[src/logic/async_rx_pkg.sv]
// Summary of operation
// - receiver enable bit switches receiver on/off
// - holding register buffers character during next frame
// - sampler decides bits, resyncs on edges
// - stop bit completes frame, loads holding register
// - noise, framing and parity flags update only at transfer
// - full holding register blocks transfer, sets overrun
// - overrun frame sets no other error flag
// - status read arms, data read clears flags
// - receive interrupt follows full flag when enabled and not asleep
// - idle line is ones run of frame size
// - idle detection always on, type selectable
// - short idle counts every ones run
// - long idle counts only after stop bit
// - idle interrupt when enabled and not asleep, read sequence clears
// - idle rearms only after a received frame
// - sleep suppresses flags; hardware or software clears
// - wake mode selects idle or address mark
// - idle wake clears sleep, next frame normal
// - address mark frame wakes and is received
// - loopback feeds transmitter, transmit pin idles high
// - sampling tick runs sixteen per bit
// - parity odd select, top data bit checked
// - frame length select picks 10 or 11 bits
package async_rx_pkg;
  localparam int ADDR_W = 8;
  // register byte offsets
  localparam logic [7:0] CTRL_OFS = 8'h00;
  localparam logic [7:0] DIV_OFS = 8'h04;
  localparam logic [7:0] STATUS_OFS = 8'h08;
  localparam logic [7:0] DATA_OFS = 8'h0C;
  // serial_control_register_one fields
  localparam int CTRL_W = 10;
  localparam int RECEIVER_ENABLE_BIT = 0;
  localparam int RECEIVE_INTERRUPT_ENABLE = 1;
  localparam int IDLE_INTERRUPT_ENABLE = 2;
  localparam int IDLE_TYPE_SELECT = 3;
  localparam int WAKE_MODE_SELECT = 4;
  localparam int RECEIVER_SLEEP_BIT = 5;
  localparam int INTERNAL_FEEDBACK_ENABLE = 6;
  localparam int PARITY_ODD_SELECT = 7;
  localparam int PARITY_ENABLE = 8;
  localparam int FRAME_LENGTH_SELECT = 9;
  localparam logic [CTRL_W-1:0] CTRL_RESET = 10'h000;
  localparam logic [15:0] DIV_RESET = 16'h0000;
  // serial_status_register fields
  localparam int STS_RECEIVE_FULL = 0;
  localparam int STS_IDLE = 1;
  localparam int STS_OVERRUN = 2;
  localparam int STS_NOISE = 3;
  localparam int STS_FRAMING = 4;
  localparam int STS_PARITY = 5;
  localparam int STS_ACTIVE = 6;
  localparam int STS_LINE = 7;
  // sampling: sixteen ticks per bit, three votes around the centre
  localparam logic [3:0] TICK_LAST = 4'hF;
  localparam logic [3:0] SAMPLE_A = 4'h7;
  localparam logic [3:0] SAMPLE_B = 4'h8;
  localparam logic [3:0] SAMPLE_C = 4'h9;
  // frame shapes
  localparam logic [3:0] DATA_BITS_SHORT = 4'h8;
  localparam logic [3:0] DATA_BITS_LONG = 4'h9;
  localparam logic [3:0] FRAME_BITS_SHORT = 4'hA;
  localparam logic [3:0] FRAME_BITS_LONG = 4'hB;
  typedef enum logic [1:0] {
    ST_HUNT = 2'b00,
    ST_DATA = 2'b01,
    ST_STOP = 2'b10
  } rx_state_t;
endpackage

[src/logic/async_serial_receiver.sv]
// Decided for this implementation: the address map and the APB register port.
module async_serial_receiver #(
  parameter int DIV_W = 13
) (
  // system
  input wire logic clk,
  input wire logic rst,
  // apb slave
  input wire logic psel,
  input wire logic penable,
  input wire logic pwrite,
  input wire logic [async_rx_pkg::ADDR_W-1:0] paddr,
  input wire logic [31:0] pwdata,
  input wire logic [3:0] pstrb,
  output logic [31:0] prdata,
  output logic pready,
  output logic pslverr,
  // serial line
  input wire logic rx_pin,
  input wire logic tx_from_transmitter,
  output logic tx_pin,
  // interrupt request
  output logic rx_irq
);
  import async_rx_pkg::*;

  if (DIV_W < 4 || DIV_W > 16) begin : g_bad_div_w
    $error("DIV_W must lie between 4 and 16");
  end

  // register file state
  logic [CTRL_W-1:0] ctrl_q, ctrl_d;
  logic [DIV_W-1:0] div_q, div_d;
  logic [31:0] prdata_q, prdata_d;
  logic arm_q, arm_d;

  // receiver state
  rx_state_t st_q, st_d;
  logic [3:0] cnt_q, cnt_d;
  logic [8:0] shift_q, shift_d;
  logic frame_noise_q, frame_noise_d;
  logic [3:0] ones_q, ones_d;
  logic long_arm_q, long_arm_d;
  logic idle_seen_q, idle_seen_d;
  logic idle_allow_q, idle_allow_d;
  logic [8:0] hold_q, hold_d;
  logic full_q, full_d;
  logic idle_q, idle_d;
  logic overrun_q, overrun_d;
  logic noise_q, noise_d;
  logic parity_err_q, parity_err_d;
  logic framing_q, framing_d;
  logic sleep_q, sleep_d;

  // decoded controls
  logic rx_en, rx_irq_en, idle_irq_en, long_idle, wake_mark, loop_en;
  logic odd_parity, parity_on, long_frame;
  logic [3:0] data_bits, frame_bits;
  logic [8:0] data_mask;
  logic top_bit, parity_sum;

  // bus decode
  logic setup, access, addr_ok, wr_ctrl, wr_div, rd_status, rd_data;
  logic [31:0] status_word, ctrl_word, div_word, data_word;
  logic [31:0] lane_mask;

  // sampler link
  logic tick, bit_strobe, bit_value, bit_noise, rx_line;

  // receiver working values
  logic ones_next_ok;
  logic idle_event;
  logic deliver;

  assign rx_en = ctrl_q[RECEIVER_ENABLE_BIT];
  assign rx_irq_en = ctrl_q[RECEIVE_INTERRUPT_ENABLE];
  assign idle_irq_en = ctrl_q[IDLE_INTERRUPT_ENABLE];
  assign long_idle = ctrl_q[IDLE_TYPE_SELECT];
  assign wake_mark = ctrl_q[WAKE_MODE_SELECT];
  assign loop_en = ctrl_q[INTERNAL_FEEDBACK_ENABLE];
  assign odd_parity = ctrl_q[PARITY_ODD_SELECT];
  assign parity_on = ctrl_q[PARITY_ENABLE];
  assign long_frame = ctrl_q[FRAME_LENGTH_SELECT];

  assign data_bits = long_frame ? DATA_BITS_LONG : DATA_BITS_SHORT;
  assign frame_bits = long_frame ? FRAME_BITS_LONG : FRAME_BITS_SHORT;
  assign data_mask = long_frame ? 9'h1FF : 9'h0FF;
  assign top_bit = long_frame ? shift_q[8] : shift_q[7];
  assign parity_sum = ^(shift_q & data_mask);

  // loopback: transmitter drives the receiver, the pin rests at mark
  assign rx_line = loop_en ? tx_from_transmitter : rx_pin;
  assign tx_pin = loop_en ? 1'b1 : tx_from_transmitter;

  sample_tick_gen #(
    .DIV_W(DIV_W)
  ) u_tick (
    .clk(clk),
    .rst(rst),
    .divisor(div_q),
    .tick(tick)
  );

  bit_sampler u_sampler (
    .clk(clk),
    .rst(rst),
    .enable(rx_en),
    .hunting(st_q == ST_HUNT),
    .tick(tick),
    .line(rx_line),
    .bit_strobe(bit_strobe),
    .bit_value(bit_value),
    .bit_noise(bit_noise)
  );

  // zero wait states: every access phase completes at once
  assign setup = psel && !penable;
  assign access = psel && penable;
  assign addr_ok = (paddr == CTRL_OFS) || (paddr == DIV_OFS) ||
                   (paddr == STATUS_OFS) || (paddr == DATA_OFS);
  assign pready = access;
  assign pslverr = access && !addr_ok;
  assign wr_ctrl = access && pwrite && (paddr == CTRL_OFS);
  assign wr_div = access && pwrite && (paddr == DIV_OFS);
  assign rd_status = access && !pwrite && (paddr == STATUS_OFS);
  assign rd_data = access && !pwrite && (paddr == DATA_OFS);
  assign lane_mask = {{8{pstrb[3]}}, {8{pstrb[2]}}, {8{pstrb[1]}}, {8{pstrb[0]}}};

  always_comb begin
    status_word = 32'h0000_0000;
    status_word[STS_RECEIVE_FULL] = full_q;
    status_word[STS_IDLE] = idle_q;
    status_word[STS_OVERRUN] = overrun_q;
    status_word[STS_NOISE] = noise_q;
    status_word[STS_FRAMING] = framing_q;
    status_word[STS_PARITY] = parity_err_q;
    status_word[STS_ACTIVE] = (st_q != ST_HUNT);
    status_word[STS_LINE] = rx_line;
    ctrl_word = 32'h0000_0000;
    ctrl_word[CTRL_W-1:0] = ctrl_q;
    ctrl_word[RECEIVER_SLEEP_BIT] = sleep_q;
    div_word = 32'h0000_0000;
    div_word[DIV_W-1:0] = div_q;
    data_word = {23'h00_0000, hold_q};
  end

  // register group: control, divisor, read data, clear arming
  always_comb begin
    ctrl_d = ctrl_q;
    div_d = div_q;
    prdata_d = prdata_q;
    arm_d = arm_q;
    if (wr_ctrl) begin
      ctrl_d = (ctrl_q & ~lane_mask[CTRL_W-1:0]) | (pwdata[CTRL_W-1:0] & lane_mask[CTRL_W-1:0]);
    end
    if (wr_div) begin
      div_d = (div_q & ~lane_mask[DIV_W-1:0]) | (pwdata[DIV_W-1:0] & lane_mask[DIV_W-1:0]);
    end
    if (setup) begin
      unique case (paddr)
        CTRL_OFS: prdata_d = ctrl_word;
        DIV_OFS: prdata_d = div_word;
        STATUS_OFS: prdata_d = status_word;
        DATA_OFS: prdata_d = data_word;
        default: prdata_d = 32'h0000_0000;
      endcase
    end
    // a status read arms, the data read that follows consumes the arming
    if (rd_data) begin
      arm_d = 1'b0;
    end
    if (rd_status) begin
      arm_d = 1'b1;
    end
  end

  // receiver group
  always_comb begin
    st_d = st_q;
    cnt_d = cnt_q;
    shift_d = shift_q;
    frame_noise_d = frame_noise_q;
    ones_d = ones_q;
    long_arm_d = long_arm_q;
    idle_seen_d = idle_seen_q;
    idle_allow_d = idle_allow_q;
    hold_d = hold_q;
    full_d = full_q;
    idle_d = idle_q;
    overrun_d = overrun_q;
    noise_d = noise_q;
    parity_err_d = parity_err_q;
    framing_d = framing_q;
    sleep_d = sleep_q;
    ones_next_ok = 1'b0;
    idle_event = 1'b0;
    deliver = 1'b0;
    // clear first so that an event in the same cycle still lands
    if (rd_data && arm_q) begin
      full_d = 1'b0;
      idle_d = 1'b0;
      overrun_d = 1'b0;
      noise_d = 1'b0;
      parity_err_d = 1'b0;
      framing_d = 1'b0;
    end
    if (!rx_en) begin
      // line ignored, holding register and flags kept as they are
      st_d = ST_HUNT;
      cnt_d = 4'h0;
      ones_d = 4'h0;
      idle_seen_d = 1'b0;
    end else if (bit_strobe) begin
      // idle counting runs beside the frame machine in every state
      if (!bit_value) begin
        ones_d = 4'h0;
        long_arm_d = 1'b0;
        idle_seen_d = 1'b0;
      end else if (!long_idle || long_arm_q) begin
        ones_next_ok = 1'b1;
        if (ones_q != frame_bits) begin
          ones_d = ones_q + 4'h1;
        end
      end
      if (ones_next_ok && (ones_d == frame_bits) && !idle_seen_q) begin
        idle_seen_d = 1'b1;
        idle_event = 1'b1;
      end
      if (idle_event) begin
        if (sleep_q && !wake_mark) begin
          sleep_d = 1'b0;
        end else if (!sleep_q && idle_allow_q) begin
          idle_d = 1'b1;
          idle_allow_d = 1'b0;
        end
      end
      unique case (st_q)
        ST_HUNT: begin
          if (!bit_value) begin
            st_d = ST_DATA;
            cnt_d = 4'h0;
            shift_d = 9'h000;
            frame_noise_d = bit_noise;
          end
        end
        ST_DATA: begin
          shift_d[cnt_q] = bit_value;
          frame_noise_d = frame_noise_q | bit_noise;
          cnt_d = cnt_q + 4'h1;
          if (cnt_q == data_bits - 4'h1) begin
            st_d = ST_STOP;
          end
        end
        ST_STOP: begin
          st_d = ST_HUNT;
          // long idle counts only the ones that follow a good stop bit
          long_arm_d = bit_value;
          deliver = 1'b1;
          if (sleep_q) begin
            if (wake_mark && top_bit) begin
              sleep_d = 1'b0;
            end else begin
              deliver = 1'b0;
            end
          end
          if (deliver) begin
            if (full_d) begin
              // held character kept, new one dropped, no other error flagged
              overrun_d = 1'b1;
            end else begin
              hold_d = shift_q & data_mask;
              full_d = 1'b1;
              idle_allow_d = 1'b1;
              noise_d = noise_d | frame_noise_q | bit_noise;
              framing_d = framing_d | !bit_value;
              parity_err_d = parity_err_d | (parity_on && (parity_sum != odd_parity));
            end
          end
        end
        default: begin
          st_d = ST_HUNT;
        end
      endcase
    end
    // software may set or clear sleep; its write wins over a wake-up
    if (wr_ctrl && pstrb[0]) begin
      sleep_d = pwdata[RECEIVER_SLEEP_BIT];
    end
  end

  always_ff @(posedge clk) begin
    if (rst) begin
      ctrl_q <= CTRL_RESET;
      div_q <= DIV_RESET[DIV_W-1:0];
      prdata_q <= 32'h0000_0000;
      arm_q <= 1'b0;
      st_q <= ST_HUNT;
      cnt_q <= 4'h0;
      shift_q <= 9'h000;
      frame_noise_q <= 1'b0;
      ones_q <= 4'h0;
      long_arm_q <= 1'b1;
      idle_seen_q <= 1'b0;
      idle_allow_q <= 1'b1;
      hold_q <= 9'h000;
      full_q <= 1'b0;
      idle_q <= 1'b0;
      overrun_q <= 1'b0;
      noise_q <= 1'b0;
      parity_err_q <= 1'b0;
      framing_q <= 1'b0;
      sleep_q <= 1'b0;
    end else begin
      ctrl_q <= ctrl_d;
      div_q <= div_d;
      prdata_q <= prdata_d;
      arm_q <= arm_d;
      st_q <= st_d;
      cnt_q <= cnt_d;
      shift_q <= shift_d;
      frame_noise_q <= frame_noise_d;
      ones_q <= ones_d;
      long_arm_q <= long_arm_d;
      idle_seen_q <= idle_seen_d;
      idle_allow_q <= idle_allow_d;
      hold_q <= hold_d;
      full_q <= full_d;
      idle_q <= idle_d;
      overrun_q <= overrun_d;
      noise_q <= noise_d;
      parity_err_q <= parity_err_d;
      framing_q <= framing_d;
      sleep_q <= sleep_d;
    end
  end

  assign prdata = prdata_q;
  // level request; error flags share the receive request
  assign rx_irq = !sleep_q && ((rx_irq_en && full_q) || (idle_irq_en && idle_q));
endmodule

[src/logic/bit_sampler.sv]
module bit_sampler (
  // system
  input wire logic clk,
  input wire logic rst,
  // control
  input wire logic enable,
  input wire logic hunting,
  input wire logic tick,
  input wire logic line,
  // decided bit
  output logic bit_strobe,
  output logic bit_value,
  output logic bit_noise
);
  import async_rx_pkg::*;
  logic [3:0] phase_q, phase_d;
  logic prev_q, prev_d, vote_a_q, vote_a_d, vote_b_q, vote_b_d;
  logic strobe_q, strobe_d, value_q, value_d, noise_q, noise_d;
  logic in_window;
  assign in_window = (phase_q >= SAMPLE_A) && (phase_q <= SAMPLE_C);
  always_comb begin
    phase_d = phase_q;
    prev_d = prev_q;
    vote_a_d = vote_a_q;
    vote_b_d = vote_b_q;
    strobe_d = 1'b0;
    value_d = value_q;
    noise_d = noise_q;
    if (!enable) begin
      phase_d = '0;
      prev_d = 1'b1;
    end else if (tick) begin
      prev_d = line;
      // inside a frame an edge in the vote window is a glitch, not a boundary
      if ((line != prev_q) && (hunting || !in_window)) begin
        phase_d = '0;
      end else if (phase_q == TICK_LAST) begin
        phase_d = '0;
      end else begin
        phase_d = phase_q + 4'h1;
      end
      if (phase_q == SAMPLE_A) begin
        vote_a_d = line;
      end
      if (phase_q == SAMPLE_B) begin
        vote_b_d = line;
      end
      if (phase_q == SAMPLE_C) begin
        strobe_d = 1'b1;
        value_d = (vote_a_q & vote_b_q) | (vote_a_q & line) | (vote_b_q & line);
        noise_d = !((vote_a_q == vote_b_q) && (vote_b_q == line));
      end
    end
  end
  always_ff @(posedge clk) begin
    if (rst) begin
      phase_q <= 4'h0;
      prev_q <= 1'b1;
      vote_a_q <= 1'b1;
      vote_b_q <= 1'b1;
      strobe_q <= 1'b0;
      value_q <= 1'b1;
      noise_q <= 1'b0;
    end else begin
      phase_q <= phase_d;
      prev_q <= prev_d;
      vote_a_q <= vote_a_d;
      vote_b_q <= vote_b_d;
      strobe_q <= strobe_d;
      value_q <= value_d;
      noise_q <= noise_d;
    end
  end
  assign bit_strobe = strobe_q;
  assign bit_value = value_q;
  assign bit_noise = noise_q;
endmodule

[src/logic/sample_tick_gen.sv]
module sample_tick_gen #(
  parameter int DIV_W = 13
) (
  // system
  input wire logic clk,
  input wire logic rst,
  // divisor in system clocks per tick, zero stops the tick
  input wire logic [DIV_W-1:0] divisor,
  output logic tick
);
  logic [DIV_W-1:0] cnt_q, cnt_d;
  logic tick_q, tick_d;
  always_comb begin
    cnt_d = cnt_q + 1'b1;
    tick_d = 1'b0;
    if (divisor == '0) begin
      cnt_d = '0;
    end else if (cnt_q >= divisor - 1'b1) begin
      cnt_d = '0;
      tick_d = 1'b1;
    end
  end
  always_ff @(posedge clk) begin
    if (rst) begin
      cnt_q <= '0;
      tick_q <= 1'b0;
    end else begin
      cnt_q <= cnt_d;
      tick_q <= tick_d;
    end
  end
  assign tick = tick_q;
endmodule

[config.mk]
export PLATFORM = sky130hd
export DESIGN_NAME = async_serial_receiver
export DESIGN_NICKNAME = d
export VERILOG_FILES = /design/src/logic/async_rx_pkg.sv /design/src/logic/async_serial_receiver.sv /design/src/logic/bit_sampler.sv /design/src/logic/sample_tick_gen.sv
export SDC_FILE = /design/constraint.sdc
export NUM_CORES = 1
export LEC_CHECK = 0
export BUFFER_PORTS_ARGS = -buffer_cell sky130_fd_sc_hd__buf_2
export CORE_MARGIN = 1
export CORE_UTILIZATION = 55
export DETAILED_ROUTE_END_ITERATION = 16
export MAX_ROUTING_LAYER = met4
export PLACE_DENSITY = 0.84
export SYNTH_ARGS = -nofsm -noshare
export SYNTH_HDL_FRONTEND = slang
export SYNTH_SLANG_ARGS = --single-unit
[constraint.sdc]
create_clock -name clk -period 3.2 [get_ports clk]
set_input_delay 0.16 -clock clk [delete_from_list [all_inputs] [get_ports clk]]
set_output_delay 0.16 -clock clk [all_outputs]
set_load 0.03 [all_outputs]
Word level (Yosys, flattened, before mapping)
Index checks and enable logic that the tools add are counted.
{"block": "word_totals", "inputBits": 51, "ff_bits": 119, "word_cells": 240, "out_inout_bits": 36}
{"block": "classes", "muxes": 94, "reduce_logical": 64, "bitwise_logic": 22, "addsub": 6, "magnitude_cmp": 5, "n_eq_ne": 20}
{"cell": "$mux W1", "n": 75}
{"cell": "$pmux W13 S4", "n": 1}
{"cell": "$mux W4", "n": 8}
{"cell": "$and A13 B13 Y13", "n": 2}
{"cell": "$logic_and A1 B1 Y1", "n": 24}
{"cell": "$and A10 B10 Y10", "n": 2}
{"cell": "$mux W9", "n": 2}
{"cell": "$pmux W9 S2", "n": 1}
{"cell": "$reduce_and A3 Y1", "n": 6}
{"cell": "$eq A8 B4 Y1 const B", "n": 2}
{"cell": "$add A13 B1 Y13 const B", "n": 1}
{"cell": "$ge A13 B13 Y1", "n": 1}
{"cell": "$logic_not A13 Y1", "n": 1}
{"cell": "$not A13 Y13", "n": 1}
{"cell": "$or A13 B13 Y13", "n": 1}
{"cell": "$sub A13 B1 Y13 const B", "n": 1}
{"cell": "$add A4 B1 Y4 const B", "n": 3}
{"cell": "$eq A4 B4 Y1 const B", "n": 3}
{"cell": "$logic_not A1 Y1", "n": 10}
{"cell": "$not A10 Y10", "n": 1}
{"cell": "$or A10 B10 Y10", "n": 1}
{"cell": "$reduce_bool A2 Y1", "n": 5}
{"cell": "$and A9 B9 Y9", "n": 1}
{"cell": "$bwmux W9", "n": 1}
{"cell": "31 further kinds", "n": 57}

Logic depth before layout (Yosys ltp)
{"block": "depth", "depth_word": 20, "mapped_depth": 12, "depth_no_buf": 11}

By module
Synthesis repeated with hierarchy kept, for this count alone.
{"block": "unflattened", "hier_cells": 608, "area_unflattened_um2": 5509.0}
{"mod": "async_serial_receiver", "seq_area_each_um2": 1501.4, "cells_each": 423, "area_per_inst_um2": 3784.9, "instances": 1}
{"mod": "sample_tick_gen", "seq_area_each_um2": 280.3, "cells_each": 126, "area_per_inst_um2": 1177.4, "instances": 1}
{"mod": "bit_sampler", "seq_area_each_um2": 200.2, "cells_each": 59, "area_per_inst_um2": 546.8, "instances": 1}

Least setup slack after synthesis
Ideal clock, no wire load.
{"block": "synth_path", "kind": "reg-to-reg", "start": "register (tool-made name)", "end": "register u_tick.cnt_q[10]", "arrival_ps": 2545, "period_less_slack_ps": 2679, "n_path_buf": 1, "required_ps": 3067, "setup_ps": 133, "path_slack_ps": 521, "stages_incl_launch_ff": 10, "path_cell_list": "dfxtp_1 or4_1 nor3_1 nand3_1 xnor2_1 ha_1 nand4_1 a211oi_1 clkbuf_1 nor4_1"}
{"element": "to (signal assigned)", "line_no": "sample_tick_gen.sv:28", "source": "cnt_q <= cnt_d;"}
{"element": "to (decl)", "line_no": "sample_tick_gen.sv:11", "source": "logic [DIV_W-1:0] cnt_q, cnt_d;"}

==> impl_metrics.csv <==
group,metric,value,unit
placement,dp_worst_setup_slack,0.2287,ns
sta,finalSetupViolCount,0,
floorplan,die-area,0.01027,mm²
placement,placed_area,0.005657,mm²
yosys,synth_ff_type,"dfxtp_1",
yosys,synthSimpleGateAreaFrac,25.29,%
power_and_ir_drop,power_density,378.2,mW/mm²
yosys,yosysSeqAreaShare,36.52,%
sta,period_needed,2.742,ns
layout,fillers,750,
placement,portBuffers,46,
yosys,synthCells,644,
route,dr.pass1.iters,5,
power_and_ir_drop,ir_drop,0.1802,mV
sta,grt_setup_unrepaired,"false",
yosys,synth_xor_area_share,5.488,%
clock_network,cts_inserted_buffers,9,
clock_network,root_buffer,"clkbuf_8",
global_routing,grt_pass1_vias,4509,
global_routing,grt.overflow.total,0,
worst_setup_path,worstSetupPathType,"reg2reg",
sta,drv_slew,0,
worst_setup_path,crit_arrival,3.01,ns
layout,nNetsFinal,752,
floorplan,rows,35,
yosys,post-synth-top-area-cell,"dfxtp_1",
placement,dp_cells,792,
min_path,hp-class,"in2reg",
sta,holdWs,0.03301,ns
sta,skew,0.01020,ns
sta,max_freq,0.3647,GHz
yosys,syn_area,0.005426,mm²
route,via_count,4795,
yosys,synthMuxAreaShare,7.863,%
yosys,synthAdderAreaFrac,5.995,%
power_and_ir_drop,p_total,2.232,mW
route,drcViolationCount,0,
floorplan,io_pins,87,
worst_setup_path,critPathLaunchType,"flop",
yosys,avgSynthCellArea,8.426,µm²
layout,antennaDiodeCount,0,
clock_network,clkLatencyLatePin,0.37,ns
sta,fin_crit_sh,85.68,%
route,drt_iter0_drc,329,
run_status,status,"finished clean",
yosys,synth.distinct_cells,58,
clock_network,cts_buffer_depth,2,
sta,hold_viol,0,
global_routing,grt_pass1_wl,21090,µm
layout,layout-drive-gt1-share,14.71,%
yosys,yosysWarnings,0,
route,drtAntennaViolNets,0,
floorplan,core-area,0.009415,mm²
floorplan,dieHeight,101.3,µm
global_routing,grt_usage,26.96,%
clock_network,clkTransAtPathRegs,0.09,ns
global_routing,grt_max_degree,57,
yosys,synth_compound_area_share,13.10,%
yosys,synth_top_area_share,36.52,%
worst_setup_path,cp-end-kind,"flop",
yosys,ys_seq_elements,99,
layout,final_cells,809,
yosys,netlist_top_cells_area,"dfxtp_1, ha_1, mux2i_1, a21oi_1, nand3_1",
worst_setup_path,path_max_fanout,14,
placement,dp_hpwl,9069,µm
sta,fin_setup_tns,0,ns
run,maxCapViolations,0,
global_routing,antenna_found_initial,0,
sta,setup_slack,0.4582,ns
yosys,synth_top_family_by_area,"simple AND/OR/NAND/NOR gates",
layout,utilization,62.68,%
power_and_ir_drop,total_leakage_power,2.346,nW
yosys,synth-edff-count,0,
placement,gp_routability_congestion,0.8767,
route,drt-wirelength-per-cell,15.81,µm
clock_network,cts_max_level,3,
worst_setup_path,required,3.47,ns
layout,final_area,0.005902,mm²
clock_network,cts.sinks,99,
route,viasPerCell,5.927,
sta,maxSlewHeadroom,19.81,%
yosys,synthArstFlopShare,0,%
route,routed_wl,12790,µm
clock_network,tritoncts,"yes",
sta,tightest_slew,1.187,ns
layout,multi_input_area,0.003213,mm²
layout,syn_to_final_growth,8.762,%
floorplan,initial_core_util,57.63,%
layout,seq_area,0.001982,mm²
floorplan,die_width,101.3,µm
final cells by class:
class	count	area share, %
multi-input combinational	501	54.44
sequential	99	33.58
timing repair buffer	51	4.579
tap	129	2.735
clock buffer	10	2.332
clock inverter	6	1.505
inverter	13	0.8268
routing by layer:
| layer | track usage (%) | part of all wire, % |
|---|---|---|
| met1 | 31.06 | 43 |
| met2 | 45.26 | 48 |
| met3 | 3.727 | 5.1 |
| met4 | 14.83 | 3.8 |
| met5 | - | 0 |
worst max-delay path, stage by stage (launching register included):
cell,delay [ns]
dfxtp_1,0.40
nor4_2,0.47
nand2_1,0.16
nor4_1,0.27
xnor2_1,0.11
ha_1,0.19
a21oi_1,0.15
nor2b_1,0.06
o21ai_0,0.14
nand2b_1,0.33
nor4_1,0.37
report_power, final:
| part | switching (mW) | internal, mW |
|---|---|---|
| clock network | 0.434 | 0.461 |
| logic | 0.0806 | 0.0251 |
| registers | 0.000117 | 1.23 |
| total | 0.515 | 1.72 |
synthesized netlist by cell type, types with 5 or more instances:
library cell and count:
nand2b_1 11, inv_1 13, nor2_1 56, or2_2 12, a22oi_1 9, nand3_1 50
mux2i_1 28, nand4b_1 5, nor4_1 17, xor2_1 11, xnor2_1 23, mux2_2 11
ha_1 26, nand4_1 9, nor2b_1 15, nand2_1 51, nor3_1 12, buf_4 19
dfxtp_1 99, o21ai_0 29, clkbuf_1 26, a21oi_1 50
cell usage in the layout, fill, tap and decap left out, types with 5 or more instances in the layout:
cell,Yosys,routed
ha_1,26,26
nand3_1,50,50
or2_2,12,12
o21ai_0,29,29
nand2_1,51,51
mux2i_1,28,28
conb_1,1,19
mux2_2,11,11
nor3_1,12,12
nand4_1,9,9
inv_1,13,13
dfxtp_1,99,99
nor2_1,56,55
buf_2,3,46
nor4_1,17,16
a21oi_1,50,50
clkbuf_8,0,10
nand2b_1,11,11
xnor2_1,23,23
xor2_1,11,11
a22oi_1,9,9
nor2b_1,15,15
nand4b_1,5,5
kinds of logic after synthesis:
group | Yosys count
other | 1
AND/OR/NAND/NOR | 263
buffers and inverters | 62
flip-flops | 99
AO/OA/AOI/OAI | 119
XOR/XNOR | 34
adder cells (fa/ha/maj) | 26
multiplexers | 40
path summary, 6_finish.rpt:
path	startpoint	to	slack [ns]	cells after the start
max	flop	u_tick.cnt_q[7]	0.46	10
min	pwdata[10]	flop	0.03	3
max reg2reg	flop	u_tick.cnt_q[7]	0.46	10
min reg2reg	prdata[10]	prdata[10]	0.46	2
what timing repair did:
action	in CTS	in global routing
hold buffers	1	0
gates resized for setup	0	2
hold endpoints to repair	1	0
setup endpoints to repair	0	14
buffers inserted	0	0
Power figures use the tool's default switching activity.
